File: src/logic/matrix_ctl_pkg.sv
// Package for the matrix LED driver control block: register map,
// field positions, reset values, mode codes, timing and carrier structs.
// Assumes a register access port driven by the serial bus front end.
package matrix_ctl_pkg;
  // Register offsets (function register page)
  localparam logic [7:0] CONFIG_OFS = 8'h00;
  localparam logic [7:0] FRAME_STATE_OFS = 8'h07;
  localparam logic [7:0] BREATH_CONTROL_TWO_OFS = 8'h09;
  localparam logic [7:0] POWER_DOWN_CONTROL_OFS = 8'h0a;
  // Field positions
  localparam int MODE_LSB = 3;
  localparam int BREATH_EN_BIT = 4;
  localparam int SOFT_SLEEP_BIT = 0;
  localparam int FRAME_END_BIT = 4;
  // Reset values
  localparam logic [7:0] CONFIG_RST = 8'h00;
  localparam logic [7:0] BREATH_TWO_RST = 8'h00;
  localparam logic [7:0] POWER_DOWN_RST = 8'h00;
  // Frame store
  localparam int FRAME_COUNT = 8;
  localparam int FRAME_IDX_W = 3;
  localparam logic [2:0] LAST_FRAME = 3'h7;
  // Mode codes
  typedef enum logic [1:0] {
    MODE_PICTURE = 2'b00,
    MODE_AUTO_PLAY = 2'b01,
    MODE_AUDIO_A = 2'b10,
    MODE_AUDIO_B = 2'b11
  } play_mode_t;
  // Pin low time
  localparam int IRQ_LOW_MS = 7;
  localparam int CLK_MHZ = 100;
  localparam int IRQ_LOW_CYCLES = IRQ_LOW_MS * 1000 * CLK_MHZ;
  localparam int IRQ_CNT_W = 20;
  // Register access request from the bus front end
  typedef struct packed {
    logic wr;
    logic rd;
    logic [7:0] addr;
    logic [7:0] wdata;
  } reg_req_t;
  // Register read answer
  typedef struct packed {
    logic valid;
    logic [7:0] rdata;
  } reg_rsp_t;
endpackage

File: src/logic/matrix_ctl.sv
// Control logic of the matrix LED driver: mode, breathing gate, auto
// play sequencing, frame-end interrupt and both shutdown modes.
// Assumes a serial front end giving one-cycle requests on clk, and a
// frame-tick enable pulse from the frame timing divider.
//
// Function
// [RULE1] Breathing on frame switch only when enabled
// [RULE2] Auto play end: pin low, flag set together
// [RULE3] Pin released after at least 7 ms low
// [RULE4] Frame-end flag cleared only by reading it
// [RULE5] Host turns off unfitted LED positions
// [RULE6] Store up to eight individually addressed frames
// [RULE7] Host double-buffers long animations in fours
// [RULE8] Shutdown keeps every register value
// [RULE9] Soft sleep bit zero blanks whole matrix
// [RULE10] Soft shutdown still serves register access
// [RULE11] Shutdown pin low blanks the device
// [RULE12] Hardware shutdown refuses all register access
// [RULE13] Mode 01 plays frames in sequence
// [RULE14] Breath enable ignored in audio mode
// [RULE15] Pin release independent of flag
`timescale 1ns/100ps
module matrix_ctl #(
  parameter int IRQ_LOW = matrix_ctl_pkg::IRQ_LOW_CYCLES
) (
  // Clock and reset
  input wire logic clk,
  input wire logic reset_n,
  // Register access
  input matrix_ctl_pkg::reg_req_t req,
  output matrix_ctl_pkg::reg_rsp_t rsp,
  // Pins
  input wire logic hw_sleep_n,
  output logic frame_end_irq_n_o,
  output logic frame_end_irq_n_oe,
  // Display engine
  input wire logic frame_tick,
  output logic [matrix_ctl_pkg::FRAME_IDX_W-1:0] frame_shown,
  output logic breath_active,
  output logic matrix_blank
);
  import matrix_ctl_pkg::*;

  logic sleep_s1_reg, sleep_s2_reg;
  logic [7:0] config_reg, config_next;
  logic [7:0] breath_two_reg, breath_two_next;
  logic [7:0] power_down_reg, power_down_next;
  logic flag_reg, flag_next;
  logic [FRAME_IDX_W-1:0] frame_reg, frame_next;
  logic playing_reg, playing_next;
  logic prev_auto_reg, prev_auto_next;
  reg_rsp_t rsp_reg, rsp_next;
  logic breath_reg, breath_next;
  logic blank_reg, blank_next;
  logic irq_oe_reg;
  logic end_evt, pin_low, hw_off, soft_sleep_ctl;
  play_mode_t mode;

  // Shutdown pin comes from outside: two-stage synchroniser
  always_ff @(posedge clk or negedge reset_n) begin
    if (!reset_n) begin
      sleep_s1_reg <= 1'b0;
      sleep_s2_reg <= 1'b0;
    end else begin
      sleep_s1_reg <= hw_sleep_n;
      sleep_s2_reg <= sleep_s1_reg;
    end
  end

  assign hw_off = !sleep_s2_reg; // see [RULE11]
  assign mode = play_mode_t'(config_reg[MODE_LSB +: 2]);
  assign soft_sleep_ctl = power_down_reg[SOFT_SLEEP_BIT];

  // Register writes; shutdown never touches stored values
  always_comb begin
    config_next = config_reg; // see [RULE8]
    breath_two_next = breath_two_reg;
    power_down_next = power_down_reg;
    if (req.wr && !hw_off) begin // see [RULE10] see [RULE12]
      unique case (req.addr)
        CONFIG_OFS: config_next = req.wdata;
        BREATH_CONTROL_TWO_OFS: breath_two_next = req.wdata;
        POWER_DOWN_CONTROL_OFS: power_down_next = req.wdata;
        default: ;
      endcase
    end
  end

  // Reads answer one cycle later; none while the pin holds shutdown
  always_comb begin
    rsp_next = '0;
    if (req.rd && !hw_off) begin // see [RULE12]
      rsp_next.valid = 1'b1;
      unique case (req.addr)
        CONFIG_OFS: rsp_next.rdata = config_reg;
        FRAME_STATE_OFS: begin
          rsp_next.rdata = {3'h0, flag_reg, 1'b0, frame_reg};
        end
        BREATH_CONTROL_TWO_OFS: rsp_next.rdata = breath_two_reg;
        POWER_DOWN_CONTROL_OFS: rsp_next.rdata = power_down_reg;
        default: rsp_next.rdata = '0;
      endcase
    end
  end

  // Auto play sequencing over the eight-frame store
  always_comb begin
    frame_next = frame_reg;
    playing_next = playing_reg;
    prev_auto_next = (mode == MODE_AUTO_PLAY);
    end_evt = 1'b0;
    if (mode == MODE_AUTO_PLAY && !prev_auto_reg) begin
      frame_next = '0; // see [RULE13]
      playing_next = 1'b1;
    end else if (mode != MODE_AUTO_PLAY) begin
      playing_next = 1'b0;
    end else if (playing_reg && frame_tick && soft_sleep_ctl && !hw_off) begin
      if (frame_reg == LAST_FRAME) begin // see [RULE6] see [RULE13]
        playing_next = 1'b0;
        end_evt = 1'b1; // see [RULE2]
      end else begin
        frame_next = frame_reg + 1'b1;
      end
    end
  end

  // Flag: set on end, cleared only by a read; set wins the tie
  always_comb begin
    flag_next = flag_reg;
    if (req.rd && !hw_off && req.addr == FRAME_STATE_OFS) begin
      flag_next = 1'b0; // see [RULE4]
    end
    if (end_evt) begin
      flag_next = 1'b1; // see [RULE2]
    end
  end

  // Breathing only in picture and auto play, and only when enabled
  always_comb begin
    breath_next = breath_two_reg[BREATH_EN_BIT] && // see [RULE1]
      (mode == MODE_PICTURE || mode == MODE_AUTO_PLAY); // see [RULE14]
    blank_next = hw_off || !soft_sleep_ctl; // see [RULE9] see [RULE11]
  end

  // Pin drive timing; the pin goes low on the same edge the flag sets
  irq_pulse #(
    .LOW_CYCLES(IRQ_LOW)
  ) u_irq_pulse (
    .clk(clk),
    .reset_n(reset_n),
    .start(end_evt),
    .pin_low(pin_low)
  );

  always_ff @(posedge clk or negedge reset_n) begin
    if (!reset_n) begin
      config_reg <= CONFIG_RST;
      breath_two_reg <= BREATH_TWO_RST;
      power_down_reg <= POWER_DOWN_RST;
      flag_reg <= 1'b0;
      frame_reg <= '0;
      playing_reg <= 1'b0;
      prev_auto_reg <= 1'b0;
      rsp_reg <= '0;
      breath_reg <= 1'b0;
      blank_reg <= 1'b1;
    end else begin
      config_reg <= config_next;
      breath_two_reg <= breath_two_next;
      power_down_reg <= power_down_next;
      flag_reg <= flag_next;
      frame_reg <= frame_next;
      playing_reg <= playing_next;
      prev_auto_reg <= prev_auto_next;
      rsp_reg <= rsp_next;
      breath_reg <= breath_next;
      blank_reg <= blank_next;
    end
  end

  assign irq_oe_reg = pin_low; // Pulse module output is a flip-flop
  assign frame_end_irq_n_o = 1'b0; // Open drain: only ever pulls low
  assign frame_end_irq_n_oe = irq_oe_reg; // see [RULE3]
  assign rsp = rsp_reg;
  assign frame_shown = frame_reg;
  assign breath_active = breath_reg;
  assign matrix_blank = blank_reg;
endmodule // matrix_ctl

File: src/logic/irq_pulse.sv
// Low pulse generator for the open-drain frame-end interrupt pin.
// Assumes a one-cycle start pulse on the same clock.
`timescale 1ns/100ps
module irq_pulse #(
  parameter int LOW_CYCLES = matrix_ctl_pkg::IRQ_LOW_CYCLES
) (
  // Clock and reset
  input wire logic clk,
  input wire logic reset_n,
  // Control
  input wire logic start,
  // Pin drive
  output logic pin_low
);
  import matrix_ctl_pkg::*;
  localparam logic [IRQ_CNT_W-1:0] LAST = IRQ_CNT_W'(LOW_CYCLES - 1);
  logic low_reg, low_next;
  logic [IRQ_CNT_W-1:0] cnt_reg, cnt_next;

  // Hold low for the full count, then let go regardless of the flag
  always_comb begin
    low_next = low_reg;
    cnt_next = cnt_reg;
    if (start) begin
      low_next = 1'b1;
      cnt_next = '0;
    end else if (low_reg) begin
      if (cnt_reg == LAST) begin // see [RULE3] see [RULE15]
        low_next = 1'b0;
      end else begin
        cnt_next = cnt_reg + 1'b1;
      end
    end
  end

  always_ff @(posedge clk or negedge reset_n) begin
    if (!reset_n) begin
      low_reg <= 1'b0;
      cnt_reg <= '0;
    end else begin
      low_reg <= low_next;
      cnt_reg <= cnt_next;
    end
  end

  assign pin_low = low_reg;
endmodule // irq_pulse

File: config.mk
export PLATFORM = sky130hd
export DESIGN_NAME = matrix_ctl
export DESIGN_NICKNAME = d
export VERILOG_FILES = /design/src/logic/matrix_ctl_pkg.sv /design/src/logic/matrix_ctl.sv /design/src/logic/irq_pulse.sv
export SDC_FILE = /design/constraint.sdc
export NUM_CORES = 1
export LEC_CHECK = 0
export ABC_AREA = 0
export BUFFER_PORTS_ARGS = -buffer_cell sky130_fd_sc_hd__buf_4
export CORE_MARGIN = 2
export CORE_UTILIZATION = 52
export CTS_BUF_LIST = sky130_fd_sc_hd__clkbuf_8 sky130_fd_sc_hd__clkbuf_16
export DETAILED_ROUTE_END_ITERATION = 8
export PLACE_DENSITY = 0.75
export REMOVE_ABC_BUFFERS = 1
export SLEW_MARGIN = 0
export SYNTH_ARGS = -nofsm -noshare
export SYNTH_HDL_FRONTEND = slang
export SYNTH_SLANG_ARGS = --single-unit
File: constraint.sdc
create_clock -name clk -period 1.69 [get_ports clk]
set_clock_uncertainty 0.05 [all_clocks]
set_input_delay 0.338 -clock clk [delete_from_list [all_inputs] [get_ports clk]]
set_output_delay 0.338 -clock clk [all_outputs]
set_load 0.02 [all_outputs]
# Word level (Yosys, flattened, before mapping)

Index checks and enable logic that the tools add are counted.

Register bits after elaboration: 64
Bits of input ports: 22
Output and inout bits: 16
Logic and storage cells: 75

$add $sub $neg: 2
Eq/ne operators: 10
Mux-type cells: 22
Reductions and logical operators: 26

Operators with widths:

| operator                                       | number |
|---|---|
| two-way mux 20 bit                             | 3 |
| case mux 8 bit (4 select lines)                | 1 |
| adder 20 x 1 -> 20 bit (second input constant) | 1 |
| == test 20 bit (second input constant)         | 1 |
| == test 8 x 4 -> 1 bit (second input constant) | 2 |
| two-way mux 1 bit                              | 13 |
| two-way mux 3 bit                              | 4 |
| AND reduction 2 bit                            | 5 |
| two-way mux 9 bit                              | 1 |
| == test 8 x 3 -> 1 bit (second input constant) | 1 |
| logical AND 1 bit                              | 8 |
| zero test 8 bit                                | 1 |
| != test 2 bit (second input constant)          | 3 |
| nonzero test 2 bit                             | 3 |
| nonzero test 3 bit                             | 2 |
| adder 3 x 1 -> 3 bit (second input constant)   | 1 |
| == test 3 bit (second input constant)          | 1 |
| zero test 1 bit                                | 3 |
| AND reduction 3 bit                            | 1 |
| == test 2 x 1 -> 1 bit (second input constant) | 1 |
| zero test 2 bit                                | 1 |
| logical OR 1 bit                               | 2 |
| != test 2 x 1 -> 1 bit (second input constant) | 1 |

# Longest topological paths before layout

Gate-level depths: netlist (run 1).

Depth after elaboration: 8
Mapped depth: 7
Depth with buffers taken out: 6

# Modules after synthesis

Synthesis (run 1) repeated with hierarchy kept, for this count alone.

Cell total of the unflattened synthesis: 294
Area total of the unflattened synthesis: 3253.1 µm²

Modules (own cells, without submodules):

| module     | instances | cells an instance | area an instance (µm²) | sequential area each (µm²) |
|---|---|---|---|---|
| matrix_ctl | 1         | 175               | 2107.0                 | 1077.3 |
| irq_pulse  | 1         | 119               | 1146.1                 | 525.5 |

# Worst setup path before layout (run 1)

OpenSTA, ideal clock, no wires.

Path type: input to register
From: in req[13] (netlist name)
To: reg power_down_reg[0]
Library setup time: 0.125 ns
Arrival: 1.911 ns
Data required time: 1.515 ns
Setup slack: -0.396 ns
Cell stages on the path: 5
Buffers on the path: 1
Cell sequence: or4_4 nor4_4 and3_1 buf_6 mux2_2

Cells in the longest elaborated chain, start to end: 2

RTL lines:

| what                          | RTL line          | text |
|---|---|---|
| start: declaration            | matrix_ctl.sv:30  | `input matrix_ctl_pkg::reg_req_t req,` |
| == test 8 x 4 -> 1 bit        | matrix_ctl.sv:80  | `unique case (req.addr)` |
| AND reduction 2 bit (no line) | n/a               |  |
| end signal: assignment        | matrix_ctl.sv:170 | `power_down_reg <= power_down_next;` |
| end: declaration              | matrix_ctl.sv:47  | `logic [7:0] power_down_reg, power_down_next;` |

Every way passes these cells.
A chain may end at the register's enable or synchronous reset.

# Worst setup path after layout (run 1)

From: reg u_irq_pulse.cnt_reg[8]
To: reg u_irq_pulse.cnt_reg[5]

Cells in the longest elaborated chain, start to end: 3

RTL lines:

| what                          | RTL line        | text |
|---|---|---|
| start: declaration            | irq_pulse.sv:18 | `logic [IRQ_CNT_W-1:0] cnt_reg, cnt_next;` |
| start signal: assignment      | irq_pulse.sv:42 | `cnt_reg <= cnt_next;` |
| == test 20 bit                | irq_pulse.sv:28 | `if (cnt_reg == LAST) begin` |
| != test 2 bit (no line)       | n/a             |  |
| AND reduction 2 bit (no line) | n/a             |  |

Every way passes these cells.

==> results of run 1 <==
-- per-layer routing --
metal | track usage | part of all wire | up-vias
li1 | - | - | 1227
met2 | 0.413 | 0.53 | 76
met3 | 0.0516 | 0.051 | 18
met4 | 0.141 | 0.024 | 0
met1 | 0.299 | 0.40 | 1282
met5 | 0 | 0 | -
-- cell usage after synthesis, types with 4 or more instances --
| library cell | n | share of area |
|---|---|---|
| dfrtp_1 | 63 | 0.50 |
| mux2_2 | 24 | 0.086 |
| nand2_1 | 21 | 0.025 |
| a21oi_1 | 20 | 0.032 |
| nand3_1 | 11 | 0.018 |
| nand2b_1 | 10 | 0.020 |
| nor2_1 | 10 | 0.012 |
| inv_1 | 9 | 0.011 |
| mux2i_1 | 9 | 0.029 |
| clkbuf_1 | 8 | 0.0096 |
| nand4_1 | 7 | 0.014 |
| nor3_1 | 6 | 0.0096 |
| and2_1 | 5 | 0.010 |
| or3b_2 | 5 | 0.014 |
| or4_1 | 5 | 0.012 |
| a211oi_1 | 4 | 0.0096 |
| a221oi_1 | 4 | 0.011 |
| a22o_1 | 4 | 0.011 |
| a22oi_1 | 4 | 0.0096 |
| nor4_1 | 4 | 0.0080 |
| o21ai_0 | 4 | 0.0064 |
| o31ai_1 | 4 | 0.0096 |
| or3_1 | 4 | 0.0080 |
| xnor2_1 | 4 | 0.011 |
-- final cells by class --
cell class,instances,share of cell area
sequential,64,0.372
clock buffer,10,0.0319
inverter,9,0.00784
clock inverter,6,0.0215
tap,75,0.0218
multi-input combinational,200,0.372
timing repair buffer,91,0.173
-- repair_timing --
action                     4_1_cts  5_1_grt
resized for setup               13       31
hold buffers                     1        0
setup buffers                    2        6
setup endpoints to repair       28       48
cloned                           0        0
hold endpoints to repair        10        0
pin swaps                       12       24
-- cells by family after synthesis --
family                     Yosys count
AOI/OAI and AO/OA                   49
xor gates and xnor gates             5
adders and majority gates            3
buffers and inverters               20
DFF                                 64
muxes                               33
other                                1
and+or+nand+nor                    109
-- metrics by stage --
| stage | total power, mW | hold WS (ns) | setup TNS, ns | util | cell area, sq um |
|---|---|---|---|---|---|
| 6_report | 3.26 | 0.0357 | -0.363 | 0.737 | 4310 |
| 5_1_grt | 3.36 | 0.0307 | -1.76 | 0.737 | 4310 |
| 4_1_cts | 3.27 | 0.0249 | -0.547 | 0.706 | 4130 |
| 3_5_place_dp | 1.75 | 0.140 | -13.02 | 0.651 | 3810 |
| 3_3_place_gp | 1.75 | 0.138 | -12.32 | 0.651 | 3810 |
| 2_1_floorplan | 1.63 | -0.00759 | -8.76 | - | 3070 |
-- report_power, final --
group	switching, mW	total, mW	leakage [nW]	internal (mW)
clock network	0.647	1.52	0.109	0.875
registers	0.0156	1.57	0.819	1.55
logic	0.0931	0.169	1.06	0.0759
-- path summary, 6_finish.rpt --
kind,startpoint,end,slack (ns),cells past startpoint
max,u_irq_pulse.cnt_reg[8],u_irq_pulse.cnt_reg[5],-0.10,5
max in group asynchronous,reset_n,matrix_blank,0.74,3
max reg2reg,u_irq_pulse.cnt_reg[8],u_irq_pulse.cnt_reg[5],-0.10,5
min,hw_sleep_n,sleep_s1_reg,0.04,1
min in group asynchronous,reset_n,u_irq_pulse.cnt_reg[16],0.30,2
min reg2reg,sleep_s1_reg,sleep_s2_reg,0.34,0
==> summary.txt, run 1 <==
status: complete, but fails checks
failing checks: setup timing
largest net degree at the start of global routing: 55
Core ar.: 5850 sq um
main flop type after synthesis: dfrtp_1
Port Buf Inserts: 36
Max stage delay on crit path: 0.56 ns
post-route ant nets: 0
row cnt: 28
sequential area share after synthesis: 0.512
Worst Path Required: 1.87 ns
initial antenna violation count: 0
commonest non-fill, non-tap cell in the layout: buf_4
share of cells above drive strength 1: 0.447
CP max-delay cell: or4_4
drt drc: 0
Hold Violations, Final: 0
detailed placement HPWL: 5120 microns
crit end category: register
asr flop ratio synth: 1.00
H-tree levels: 3
commonest non-fill, non-tap cells in the layout: buf_4, dfrtp_1, mux2_2
worst-skew pair later-pin latency: 0.35 ns
total track usage: 0.248
PnR worst setup slack: -0.102 ns
CTS tree: yes
main combinational cell family by area after synthesis: simple AND/OR/NAND/NOR gates
final worst-path cycle share: 1.06
Peak VDD IR: 0.658 mV
multiplexer share of the synthesized area: 0.115
Gate Count Post-Synth: 284
synth warn: 0
max_cap viols: 0
Pwr Density: 756 nW/um^2
Compound-Gate Fraction of Synth Area: 0.102
final wirelength: 7640 microns
Congestion Overflow GR: 0
min-delay worst type: in2reg
dpl cells: 430
CTS root buffer: clkbuf_8
crit path DAT: 1.98 ns
Vias: 2603
max reg flops: 20
Initial Util: 0.535
Synth Area in Adders: 0.0120
crit start category: register
simple-gate share of the synthesized area: 0.214
pre-CTS WS: -0.451 ns
fill count: 389
# diodes: 0
Setup CP Type: reg2reg
Setup-failing EPs final: 14
Reg clk slew, reported paths: 0.07 ns
Vias/cell: 5.72
1st-iter DRT viols: 148
multi-input logic area: 1600 sq um
WP buf/inv: 1
number of synthesized flops with an enable pin: 0
critical path's top delay family: simple AND/OR/NAND/NOR gates
chip height: 81.6 microns
total CTS buffers: 9
Routed WL per cell: 16.8 microns
RSZ-0062 raised after global routing: yes
# nets final: 400
Mapped Avg Cell Area: 11.0 sq um
Max Freq: 558 MHz
Yosys reg bits: 64
Cell Count, Final, Fillers Out: 455
Leak: 1.99 nW
DIE AREA: 6650 sq um
cell chain of the critical path: or4_4 -> nor4_4 -> buf_4 -> a21oi_2 -> mux2i_1
Layout area overhead: 37.8%
Distinct cells, synth: 49
Slew Limit Fails: 0
Chip Width: 81.6 microns
1st-pass router iterations: 4
XOR/XNOR share of the synthesized area: 0.0140
crit-path max FO: 3
RD Place Congestion: 0.870
relative slew slack: 0.572
Clock Path Buffers: 2
first-pass GRT wire length: 12200 microns
I/O pin total: 38
Tmin final: 1.79 ns
clk sinks: 64
slew at the pin closest to its max-slew limit: 0.639 ns
register area: 1600 sq um
Post-Syn Area: 3130 sq um
number of global-route vias before repair: 2542
Power figures use the tool's default switching activity.
==> inputs of run 2 (changes only) <==
- CTS_BUF_LIST: sky130_fd_sc_hd__clkbuf_8 sky130_fd_sc_hd__clkbuf_16 -> not set
- PLACE_DENSITY: 0.75 -> 0.72
==> run 2 against run 1 <==
Compared with the run above: the flow still finishes with violations (setup timing); global-route usage decreased by 1.1 points; sequential cell count unchanged; via count decreased by 0.38%; sequential share of layout area decreased by 0.33 points; combinational power about the same; fmax increased by 2.2%; largest cell class is now multi-input gates; highest routed layer unchanged.
==> summary.txt, run 2 (synthesis gave the netlist of run 1 again) <==
status: complete, but fails checks
failing checks: setup timing
Core ar.: 5850 sq um
share of cells above drive strength 1: 0.458
Hold Violations, Final: 0
slew at the pin closest to its max-slew limit: 0.578 ns
cell chain of the critical path: or4bb_1 -> nor4_4 -> buf_4 -> a21oi_2 -> mux2i_1
total track usage: 0.237
critical path's top delay family: simple AND/OR/NAND/NOR gates
H-tree levels: 3
Leak: 2.00 nW
PnR worst setup slack: -0.0630 ns
initial antenna violation count: 0
Peak VDD IR: 0.599 mV
total CTS buffers: 9
Layout area overhead: 38.9%
1st-iter DRT viols: 170
Worst Path Required: 1.87 ns
Port Buf Inserts: 36
Pwr Density: 701 nW/um^2
crit path DAT: 1.93 ns
RD Place Congestion: 0.820
first-pass GRT wire length: 11900 microns
Routed WL per cell: 16.8 microns
max reg flops: 20
min-delay worst type: in2reg
post-route ant nets: 0
Setup-failing EPs final: 9
Max stage delay on crit path: 0.55 ns
Initial Util: 0.535
Vias/cell: 5.65
1st-pass router iterations: 4
total power: 3.05 mW
CTS tree: yes
Vias: 2593
Clock Path Buffers: 2
crit end category: register
detailed placement HPWL: 5120 microns
final worst-path cycle share: 1.04
Setup CP Type: reg2reg
Max Freq: 570 MHz
max_cap viols: 0
relative slew slack: 0.613
WP buf/inv: 1
Slew Limit Fails: 0
RSZ-0062 raised after global routing: yes
CTS root buffer: clkbuf_8
Reg clk slew, reported paths: 0.07 ns
I/O pin total: 38
pre-CTS WS: -0.425 ns
drt drc: 0
# diodes: 0
crit-path max FO: 3
clk sinks: 64
worst-skew pair later-pin latency: 0.34 ns
Congestion Overflow GR: 0
commonest non-fill, non-tap cells in the layout: buf_4, dfrtp_1, nand2_1
commonest non-fill, non-tap cell in the layout: buf_4
DIE AREA: 6650 sq um
Chip Width: 81.6 microns
crit start category: register
number of global-route vias before repair: 2605
# nets final: 404
final wirelength: 7730 microns
CP max-delay cell: or4bb_1
row cnt: 28
fill count: 413
largest net degree at the start of global routing: 48
R2R Setup Slk: -0.06 ns
chip height: 81.6 microns
Tmin final: 1.75 ns
[run 2: repair_timing]
action	in CTS	in global routing
endpoints found under the setup margin	27	36
hold endpoints to repair	17	0
pin swaps	11	12
hold buffers	1	0
buffers inserted	0	9
gates resized for setup	18	36
[run 2: layout make-up]
| type | count | area [sq um] | area share |
|---|---|---|---|
| Inverter | 9 | 33.8 | 0.00777 |
| Tap cell | 75 | 93.8 | 0.0216 |
| Multi-Input combinational cell | 200 | 1640 | 0.377 |
| Clock inverter | 6 | 70.1 | 0.0161 |
| Sequential cell | 64 | 1600 | 0.369 |
| Clock buffer | 10 | 128 | 0.0294 |
| Timing Repair Buffer | 95 | 778 | 0.179 |
[run 2: power by group]
part	total [mW]	switching [mW]	leakage, nW	internal, mW
logic	0.169	0.0911	1.09	0.0783
clock network	1.31	0.623	0.0887	0.685
registers	1.57	0.0164	0.820	1.55
total	3.05	0.730	2.00	2.32
[run 2: routing by layer]
layer	vias to the layer above	global-route usage	share of wire
li1	1236	-	-
met1	1275	0.286	0.41
met2	62	0.404	0.53
met3	20	0.0484	0.036
met4	0	0.114	0.025
met5	-	0	0
[run 2: metrics by stage]
step	hold slack (ns)	setup TNS, ns	instances	instance area (sq um)	util
3_3_place_gp	0.180	-11.82	433	3830	0.654
5_1_grt	0.0311	-1.01	459	4350	0.743
4_1_cts	0.0386	-0.0616	450	4120	0.704
3_5_place_dp	0.182	-12.43	433	3830	0.654
2_1_floorplan	-0.00759	-8.76	273	3070	-
6_report	0.0491	-0.191	459	4350	0.743
[run 2: worst register-to-register path: stages, from the launching register on]
cell	delay (ns)
dfrtp_1	0.41
or4bb_1	0.56
nor4_4	0.27
buf_4	0.17
a21oi_2	0.06
mux2i_1	0.13
[run 2: path summary, 6_finish.rpt]
check / from / end / depth (start not counted)
worst min-delay path: hw_sleep_n / sleep_s1_reg / 1
worst max-delay path: u_irq_pulse.cnt_reg[12] / u_irq_pulse.cnt_reg[3] / 5
min in group asynchronous: reset_n / u_irq_pulse.cnt_reg[18] / 2
max in group asynchronous: reset_n / matrix_blank / 3
worst min register to register: sleep_s1_reg / sleep_s2_reg / 0
worst max register to register: u_irq_pulse.cnt_reg[12] / u_irq_pulse.cnt_reg[3] / 5
